[src/include/pcs_params.svh]
/*
 * Timing counts, duty encoding and widths for the current-sense
 * PWM readout.
 * Assumes a 20 MHz core clock; every count below is derived from it.
 */
`ifndef PCS_PARAMS_SVH
`define PCS_PARAMS_SVH

// ************************************************************
// Clock
// ************************************************************
`define PCS_CLK_KHZ         20000

// ************************************************************
// Fault timing, times in ns
// ************************************************************
`define PCS_DEBOUNCE_NS     3500
`define PCS_DEBOUNCE_CYC    ((`PCS_DEBOUNCE_NS * `PCS_CLK_KHZ + 999999) / 1000000)
`define PCS_CLEAR_NS        500
`define PCS_CLEAR_CYC       ((`PCS_CLEAR_NS * `PCS_CLK_KHZ) / 1000000)

// ************************************************************
// Duty encoding, per mille; gain in percent per volt
// ************************************************************
`define PCS_DUTY_ZERO_PM    200
`define PCS_DUTY_MIN_PM     100
`define PCS_DUTY_MAX_PM     300
`define PCS_GAIN_PCT_PER_V  40
`define PCS_PM_SCALE        1000

// ************************************************************
// Widths
// ************************************************************
`define PCS_VIN_W           12
`define PCS_CNT_W           16
`define PCS_DUTY_W          9

`endif

[src/include/pcs_pkg.sv]
/*
 * Types shared by the current-sense PWM readout.
 * Assumes pcs_params.svh is on the include path.
 */
`include "pcs_params.svh"

package pcs_pkg;

	// Open-drain pin drive: oe high pulls the pin to the low level
	typedef struct packed {
		logic o;
		logic oe;
	} pcs_od_s;

	typedef enum logic {
		PCS_FAULT_CLEAR,
		PCS_FAULT_LATCHED
	} pcs_fault_e;

	typedef logic [`PCS_CNT_W-1:0] pcs_cnt_t;

endpackage

[src/hdl/pcs_sense.sv]
/*
 * Digital side of the shunt current sensor: encodes each sampled
 * input as an active-low PWM low time, two channels per sync period,
 * plus a debounced, latched overcurrent flag.
 * Assumes vin_mv is a signed millivolt sample on clk; the sync and
 * pin read-backs are asynchronous and are synchronised here.
 */
// Notes on behaviour
// - PWM result pin is open collector, only ever pulled low.
// - Duty limited to 10..30 percent; zero input gives 20 percent.
// - Duty is 20 percent minus 40 percent per volt of input.
// - Sync high interval is channel one, sync low interval channel two.
// - Each interval is encoded from its own period, independent of sync duty.
// - Output reaches the new duty within 0.51 to 1.3 sync periods.
// - Measure delay runs from sync edge to PWM pin rising edge.
// - Overcurrent flag is open drain, low while the fault is latched.
// - Overcurrent when absolute input exceeds the threshold.
// - Flag latches only after the condition lasts the debounce time.
// - Latch clears when PWM pin is held low for the clear time.
// - While flagged, the PWM pin is released high.
// - Cleared while still overcurrent, the flag returns at next sync edge.
`timescale 1ns/10ps
`include "pcs_params.svh"

module pcs_sense
	import pcs_pkg::*;
#(
	parameter logic [`PCS_VIN_W-1:0] OC_THR_MV = 12'h190
) (
	input  wire logic                  clk,
	input  wire logic                  nrst,
	input  wire logic                  sync_in,
	input  wire logic [`PCS_VIN_W-1:0] vin_mv,
	input  wire logic                  pwm_result_in,
	output pcs_od_s                    pwm_result_out_n,
	output pcs_od_s                    overcurrent_flag_n,
	output logic                       chan_r,
	output logic [`PCS_DUTY_W-1:0]     duty_pm_r
);

	localparam int DEB_CYC = `PCS_DEBOUNCE_CYC;
	localparam int CLR_CYC = `PCS_CLEAR_CYC;

	// ************************************************************
	// Pin synchronisers
	// ************************************************************
	logic sync_s1_r, sync_s2_r, sync_s3_r;
	logic pin_s1_r, pin_s2_r;
	logic sync_edge;

	always_ff @(posedge clk or negedge nrst) begin
		if (!nrst) begin
			sync_s1_r <= 1'b0;
			sync_s2_r <= 1'b0;
			sync_s3_r <= 1'b0;
			pin_s1_r  <= 1'b1;
			pin_s2_r  <= 1'b1;
		end else begin
			sync_s1_r <= sync_in;
			sync_s2_r <= sync_s1_r;
			sync_s3_r <= sync_s2_r;
			pin_s1_r  <= pwm_result_in;
			pin_s2_r  <= pin_s1_r;
		end
	end

	assign sync_edge = sync_s2_r ^ sync_s3_r;

	// ************************************************************
	// Duty computation
	// ************************************************************
	logic signed [`PCS_VIN_W-1:0] vin_s;
	logic signed [15:0]           duty_raw;
	logic [`PCS_DUTY_W-1:0]       duty_nxt;
	logic [`PCS_CNT_W-1:0]        per_nxt;
	logic [`PCS_CNT_W+`PCS_DUTY_W-1:0] prod;
	logic [`PCS_CNT_W-1:0]        low_len_nxt;

	assign vin_s = $signed(vin_mv);

	always_comb begin
		// 40 %/V is 0.4 per mille per mV
		duty_raw = 16'(`PCS_DUTY_ZERO_PM)
			- 16'(($signed(16'(vin_s)) * 16'sd4) / 16'sd10);
		if (duty_raw < 16'sd100)
			duty_nxt = `PCS_DUTY_W'(`PCS_DUTY_MIN_PM);
		else if (duty_raw > 16'sd300)
			duty_nxt = `PCS_DUTY_W'(`PCS_DUTY_MAX_PM);
		else
			duty_nxt = duty_raw[`PCS_DUTY_W-1:0];
	end

	// ************************************************************
	// Interval timing
	// ************************************************************
	pcs_cnt_t cnt_r, per_r, low_len_r, low_cnt_r;
	logic     valid_r;

	assign per_nxt = cnt_r + `PCS_CNT_W'(1);
	// low time scaled by the interval just ended
	assign prod = per_nxt * duty_nxt;
	assign low_len_nxt = `PCS_CNT_W'(prod / `PCS_PM_SCALE);

	always_ff @(posedge clk or negedge nrst) begin
		if (!nrst)
			cnt_r <= '0;
		else if (sync_edge)
			cnt_r <= '0;
		else if (cnt_r != '1)
			cnt_r <= cnt_r + `PCS_CNT_W'(1);
	end

	always_ff @(posedge clk or negedge nrst) begin
		if (!nrst) begin
			per_r     <= '0;
			low_len_r <= '0;
			duty_pm_r <= `PCS_DUTY_W'(`PCS_DUTY_ZERO_PM);
			chan_r    <= 1'b0;
			valid_r   <= 1'b0;
		end else if (sync_edge) begin
			per_r     <= per_nxt;
			low_len_r <= low_len_nxt;
			duty_pm_r <= duty_nxt;
			// Tag the interval just ended: its level is the old one
			chan_r    <= sync_s3_r;
			valid_r   <= 1'b1;
		end
	end

	// low phase opens on the edge, rises after low_len
	always_ff @(posedge clk or negedge nrst) begin
		if (!nrst)
			low_cnt_r <= '1;
		else if (sync_edge)
			low_cnt_r <= '0;
		else if (low_cnt_r != '1)
			low_cnt_r <= low_cnt_r + `PCS_CNT_W'(1);
	end

	// ************************************************************
	// Overcurrent
	// ************************************************************
	logic [`PCS_VIN_W-1:0] vin_abs;
	logic                  oc_cond;
	logic [7:0]            deb_cnt_r;
	logic [7:0]            clr_cnt_r;
	logic                  rearm_r;
	pcs_fault_e            fault_r;
	logic                  deb_done, clr_done, set_req;

	assign vin_abs  = vin_s[`PCS_VIN_W-1] ? -vin_mv : vin_mv;
	assign oc_cond  = vin_abs > OC_THR_MV;
	assign deb_done = deb_cnt_r >= 8'(DEB_CYC);
	assign clr_done = clr_cnt_r >= 8'(CLR_CYC);
	// after a clear, wait for the next sync edge
	assign set_req  = deb_done && (!rearm_r || sync_edge);

	always_ff @(posedge clk or negedge nrst) begin
		if (!nrst)
			deb_cnt_r <= '0;
		else if (!oc_cond)
			deb_cnt_r <= '0;
		else if (!deb_done)
			deb_cnt_r <= deb_cnt_r + 8'h01;
	end

	// count cycles the pin is held low from outside
	always_ff @(posedge clk or negedge nrst) begin
		if (!nrst)
			clr_cnt_r <= '0;
		else if (fault_r != PCS_FAULT_LATCHED || pin_s2_r)
			clr_cnt_r <= '0;
		else if (!clr_done)
			clr_cnt_r <= clr_cnt_r + 8'h01;
	end

	always_ff @(posedge clk or negedge nrst) begin
		if (!nrst)
			rearm_r <= 1'b0;
		else if (fault_r == PCS_FAULT_LATCHED && clr_done)
			rearm_r <= 1'b1;
		else if (sync_edge || !oc_cond)
			rearm_r <= 1'b0;
	end

	// Set on a sync edge wins over clear; otherwise a live fault drops until the next edge
	always_ff @(posedge clk or negedge nrst) begin
		if (!nrst)
			fault_r <= PCS_FAULT_CLEAR;
		else begin
			case (fault_r)
				PCS_FAULT_CLEAR: begin
					if (set_req)
						fault_r <= PCS_FAULT_LATCHED;
				end
				PCS_FAULT_LATCHED: begin
					if (clr_done && !(deb_done && sync_edge))
						fault_r <= PCS_FAULT_CLEAR;
				end
				default: fault_r <= PCS_FAULT_CLEAR;
			endcase
		end
	end

	// ************************************************************
	// Pin drive
	// ************************************************************
	// pull low only in the low phase and never while flagged
	assign pwm_result_out_n.o  = 1'b0;
	assign pwm_result_out_n.oe = valid_r && fault_r == PCS_FAULT_CLEAR
		&& low_cnt_r < low_len_r;
	assign overcurrent_flag_n.o  = 1'b0;
	assign overcurrent_flag_n.oe = fault_r == PCS_FAULT_LATCHED;

	// ************************************************************
	// Checks
	// ************************************************************
	chk_zero_duty: assert property (@(posedge clk) disable iff (!nrst)
		sync_edge && vin_mv == '0 |=> duty_pm_r == 9'h0C8)
		else $error("zero input not encoded as 20 percent");
	chk_duty_span: assert property (@(posedge clk) disable iff (!nrst)
		duty_pm_r >= 9'h064 && duty_pm_r <= 9'h12C)
		else $error("duty outside 10..30 percent");
	chk_duty_gain: assert property (@(posedge clk) disable iff (!nrst)
		sync_edge && vin_mv == 12'h064 |=> duty_pm_r == 9'h0A0)
		else $error("duty gain wrong at 100 mV");
	chk_chan_tag: assert property (@(posedge clk) disable iff (!nrst)
		sync_edge |=> chan_r == $past(sync_s3_r))
		else $error("channel tag does not follow sync level");
	chk_period_own: assert property (@(posedge clk) disable iff (!nrst)
		sync_edge |=> per_r == $past(cnt_r) + 16'h0001)
		else $error("period not taken from the ended interval");
	chk_low_start: assert property (@(posedge clk) disable iff (!nrst)
		sync_edge && valid_r && fault_r == PCS_FAULT_CLEAR
		&& !set_req && low_len_nxt != '0 |=> pwm_result_out_n.oe)
		else $error("low phase did not open after sync edge");
	chk_flag_release: assert property (@(posedge clk) disable iff (!nrst)
		overcurrent_flag_n.oe |-> !pwm_result_out_n.oe)
		else $error("pwm pulled low while flagged");
	chk_debounce_len: assert property (@(posedge clk) disable iff (!nrst)
		$rose(overcurrent_flag_n.oe) |-> $past(oc_cond, 1)
		&& $past(oc_cond, 8) && $past(deb_cnt_r) == 8'h46)
		else $error("flag set before debounce time");
	chk_clear_hold: assert property (@(posedge clk) disable iff (!nrst)
		$fell(overcurrent_flag_n.oe) |-> $past(!pin_s2_r, 1)
		&& $past(!pin_s2_r, 8) && $past(clr_cnt_r) == 8'h0A)
		else $error("flag cleared without clear pulse");
	chk_rearm_edge: assert property (@(posedge clk) disable iff (!nrst)
		$rose(overcurrent_flag_n.oe) && $past(rearm_r) |-> $past(sync_edge))
		else $error("flag re-asserted off a sync edge");

endmodule

[config.mk]
export PLATFORM = sky130hd
export DESIGN_NAME = pcs_sense
export DESIGN_NICKNAME = d
export VERILOG_FILES = /design/src/include/pcs_pkg.sv /design/src/hdl/pcs_sense.sv
export VERILOG_INCLUDE_DIRS = /design/src /design/src/include
export SDC_FILE = /design/constraint.sdc
export NUM_CORES = 1
export LEC_CHECK = 0
export ABC_CLOCK_PERIOD_IN_PS = 17300
export BUFFER_PORTS_ARGS = -buffer_cell sky130_fd_sc_hd__buf_2
export CAP_MARGIN = 20
export CORE_UTILIZATION = 35
export CTS_BUF_LIST = sky130_fd_sc_hd__clkbuf_4 sky130_fd_sc_hd__clkbuf_8
export DETAILED_ROUTE_END_ITERATION = 12
export PLACE_DENSITY_LB_ADDON = 0.2
export SYNTH_ARGS = -nofsm -noshare
export SYNTH_HDL_FRONTEND = slang
export SYNTH_SLANG_ARGS = --single-unit
[constraint.sdc]
create_clock -name clk -period 17.3 [get_ports clk]
set_clock_uncertainty 0.05 [all_clocks]
set_input_delay 1.73 -clock clk [delete_from_list [all_inputs] [get_ports clk]]
set_output_delay 1.73 -clock clk [all_outputs]
set_load 0.01 [all_outputs]
==> insert_results.sql <==
INSERT INTO impl_metrics (metric_group, metric, value, unit) VALUES
('die', 'core', '0.03892', 'sq mm'),
('synth', 'ys.flop_type', 'sky130_fd_sc_hd__dfrtp_1', ''),
('routing', 'post-route-drc-count', '0', ''),
('synth', 'synth_area_per_cell', '7.840', 'sq um'),
('global_route', 'grt_start_max_net_pins', '83', ''),
('critical_path', 'timing.reg2reg.setup_slack', '2.29', 'ns'),
('synth', 'portion_of_synthesized_cell_area_occupied_by_the_leading_cell_type', '0.1426', ''),
('job', 'cap_viol_max_count', '0', ''),
('synth', 'synth_enable_flop_cells', '0', ''),
('critical_path', 'cp_data_arrival_time', '21.70', 'ns'),
('die', 'total_die_area', '0.04052', 'sq mm'),
('sta', 'final_critical_path_setup_slack', '-4.204', 'ns'),
('critical_path', 'cp_slowest_cell', 'sky130_fd_sc_hd__fa_1', ''),
('placement', 'dpl_cell_area', '0.01884', 'sq mm'),
('clock_tree', 'cts.sink_count', '82', ''),
('critical_path', 'timing.reg2reg.worst_path_depth', '59', ''),
('synth', 'synth.ff_latch_count', '82', ''),
('synth', 'syn_area', '0.01390', 'sq mm'),
('layout', 'relative_area_change_from_synthesis_to_final_layout', '49.66', '%'),
('synth', 'yosysUniqueCellTypes', '114', ''),
('sta', 'maxSlewViolCount', '0', ''),
('placement', 'dpl.hpwl', '32510', 'um'),
('global_route', 'grt.total_usage', '0.2029', ''),
('critical_path', 'crit_required', '17.50', 'ns'),
('routing', 'ant_nets', '0', ''),
('routing', 'drt-initial-drc-count', '647', ''),
('synth', 'yosysSeqAreaShare', '0.1495', ''),
('routing', 'route.detailed.wl_per_inst', '14.41', 'um'),
('critical_path', 'critical_path.max_fanout', '7', ''),
('sta', 'finalHoldViolations', '0', ''),
('power_and_ir_drop', 'vdd.ir_drop.worst', '0.1147', 'mV'),
('clock_tree', 'clock_transition_at_the_registers_of_the_reported_paths', '0.09', 'ns'),
('sta', 'timing.slew.headroom', '0.3942', ''),
('worst_hold_path', 'hold_path.class', 'reg2reg', ''),
('die', 'placement_rows', '72', ''),
('critical_path', 'cp_slowest_stage_delay', '0.57', 'ns'),
('power_and_ir_drop', 'finalPower', '2.311', 'mW'),
('worst_hold_path', 'min_to', 'pin_s2_r$_DFF_PN1_', ''),
('global_route', 'globalRouteOverflowTotal', '0', ''),
('run_status', 'run_status', 'finished with violations', ''),
('sta', 'fin_crit_sh', '1.243', ''),
('critical_path', 'timing.setup.critical_path_class', 'in2reg', ''),
('run_status', 'failed_checks', 'negative setup slack', ''),
('sta', 'setup_viol', '8', ''),
('layout', 'design_area', '0.02080', 'sq mm'),
('sta', 'max_freq', '46.50', 'MHz'),
('global_route', 'antenna_violations_before_repair', '0', ''),
('layout', 'proportion_of_layout_cells_with_a_drive_suffix_above_1', '0.4063', ''),
('layout', 'insertedDiodeCount', '0', ''),
('layout', 'nets', '2503', ''),
('synth', 'syn_inst', '1773', ''),
('critical_path', 'timing.rr.end', 'low_len_r[0]$_DFFE_PN0N_', ''),
('sta', 'period_minus_slack', '21.50', 'ns'),
('worst_hold_path', 'whs_path_depth', '0', ''),
('clock_tree', 'clk_latency', '0.36', 'ns'),
('routing', 'drt-pass1-iter-count', '5', ''),
('layout', 'core_util_final', '0.5346', ''),
('power_and_ir_drop', 'cell_pwr_density', '111.1', 'mW/mm^2'),
('die', 'die_x', '201.3', 'um'),
('synth', 'synth_area_leaders', 'sky130_fd_sc_hd__fa_1, sky130_fd_sc_hd__dfrtp_1, sky130_fd_sc_hd__ha_1', ''),
('global_route', 'global_route_wire_length_before_repair', '70780', 'um'),
('critical_path', 'timing.critical_path.mode_cell', 'sky130_fd_sc_hd__buf_4', ''),
('routing', 'dr_total_vias', '14680', ''),
('placement', 'numPortBuffers', '27', ''),
('routing', 'viasPerCell', '5.170', ''),
('sta', 'grt_setup_unrepaired', 'yes', ''),
('synth', 'synth_top_cells_by_count', 'sky130_fd_sc_hd__nor2_1, sky130_fd_sc_hd__nand2_1, sky130_fd_sc_hd__inv_1, sky130_fd_sc_hd__fa_1, sky130_fd_sc_hd__a21oi_1', ''),
('global_route', 'via_count_of_the_first_global_routing_pass', '15350', ''),
('placement', 'place.gp.congestion', '0.8436', ''),
('clock_tree', 'cts-root-buf', 'sky130_fd_sc_hd__clkbuf_8', ''),
('clock_tree', 'cts_tree', 'done', '');
[area by class of cell]
cell class / instances / area (sq um)
clock buffers: 12 / 152.6
multi-input cells: 1480 / 12700
inverters: 158 / 615.6
flip-flops and latches: 82 / 2078
fillers: 3630 / 18110
clock inverters: 4 / 51.30
repair buffers: 585 / 4553
well taps: 518 / 648.1
[logic make-up after synthesis]
family,Yosys count,synth area share
flip-flops,82,0.1495
other,1,0.0002698
XOR/XNOR,134,0.08767
multiplexers,39,0.02997
AO/OA/AOI/OAI,460,0.2347
adder cells (fa/ha/maj),174,0.2095
AND/OR/NAND/NOR,670,0.2281
buffers and inverters,213,0.06031
[layout by cell type, fill, tap and decap left out, types with 11 or more instances in the layout]
master	instances
sky130_fd_sc_hd__nand4_1	24
sky130_fd_sc_hd__a21o_1	18
sky130_fd_sc_hd__ha_4	11
sky130_fd_sc_hd__nand2b_1	21
sky130_fd_sc_hd__a21oi_2	20
sky130_fd_sc_hd__nor2_2	19
sky130_fd_sc_hd__a31oi_1	18
sky130_fd_sc_hd__buf_4	527
sky130_fd_sc_hd__ha_1	59
sky130_fd_sc_hd__nand2_2	13
sky130_fd_sc_hd__dfrtp_1	61
sky130_fd_sc_hd__xor2_1	45
sky130_fd_sc_hd__o211ai_1	25
sky130_fd_sc_hd__and3_1	16
sky130_fd_sc_hd__a21oi_1	74
sky130_fd_sc_hd__o21ai_0	71
sky130_fd_sc_hd__or3_1	12
sky130_fd_sc_hd__xnor2_2	11
sky130_fd_sc_hd__and2_1	16
sky130_fd_sc_hd__nor3_1	26
sky130_fd_sc_hd__xnor2_1	66
sky130_fd_sc_hd__nor2b_1	15
sky130_fd_sc_hd__mux2i_1	23
sky130_fd_sc_hd__nand2_1	163
sky130_fd_sc_hd__nor2_1	191
sky130_fd_sc_hd__buf_6	23
sky130_fd_sc_hd__fa_1	90
sky130_fd_sc_hd__buf_2	24
sky130_fd_sc_hd__inv_1	145
sky130_fd_sc_hd__nand3_2	11
sky130_fd_sc_hd__o21a_1	16
sky130_fd_sc_hd__nand3_1	49
sky130_fd_sc_hd__o21ai_1	23
sky130_fd_sc_hd__dfstp_2	21
[worst max-delay path, delay by kind of cell]
| kind | cells | cell delay [ns] |
|---|---|---|
| and+or+nand+nor | 21 | 3.78 |
| xor gates and xnor gates | 3 | 0.66 |
| AOI/OAI and AO/OA | 46 | 9.55 |
| buffers and inverters | 14 | 1.92 |
| adders and majority gates | 7 | 2.66 |
| muxes | 6 | 1.28 |
[worst max path at each step]
| stage | startpoint | endpoint | depth (start not counted) |
|---|---|---|---|
| finish | vin_mv[1] | low_len_r[0]$_DFFE_PN0N_ | 97 |
| global route | vin_mv[1] | low_len_r[0]$_DFFE_PN0N_ | 103 |
| CTS | vin_mv[1] | low_len_r[0]$_DFFE_PN0N_ | 95 |
| detailed placement | vin_mv[0] | low_len_r[0]$_DFFE_PN0N_ | 98 |
| global placement | vin_mv[0] | low_len_r[0]$_DFFE_PN0N_ | 94 |
| floorplan | vin_mv[1] | low_len_r[0]$_DFFE_PN0N_ | 100 |
[state kept, by name, summed over array words and instances (netlist names)]
signal	flops
fault_r	1
clr_cnt_r	8
rearm_r	1
pin_s2_r	1
cnt_r	16
pin_s1_r	1
low_len_r	16
sync_s1_r	1
duty_pm_r	9
valid_r	1
deb_cnt_r	8
sync_s2_r	1
chan_r	1
low_cnt_r	16
sync_s3_r	1
[metal layers]
| layer | vias up | wire length, um | part of all wire | track usage |
|---|---|---|---|---|
| met5 | - | 0 | 0 | 0 |
| met3 | 50 | 769 | 0.019 | 0.01344 |
| li1 | 7338 | - | - | - |
| met1 | 7146 | 18620 | 0.46 | 0.2590 |
| met2 | 144 | 20940 | 0.51 | 0.3763 |
| met4 | 0 | 595 | 0.015 | 0.03653 |
[power breakdown]
part	switching (mW)	internal, mW
Combinational	1.01	0.917
Sequential	0.0214	0.218
Clock	0.0709	0.0743
[repair_timing]
action,in CTS,in global routing
resized for setup,134,108
pin swaps,113,64
hold buffers,0,0
cloned,2,0
buffers inserted,55,33
setup endpoints to repair,9,10
[stage by stage]
step	setup slack, ns	TNS (ns)	hold WS, ns	cells
floorplan	-4.718	-23.16	0.2812	1774
global placement	-4.693	-23.58	0.2847	2734
detailed placement	-5.213	-27.83	0.2972	2734
finish	-4.204	-18.95	0.3126	2839
CTS	-4.050	-17.73	0.3144	2806
global route	-5.236	-27.09	0.3172	2839
(Power assumes the default switching activity.)
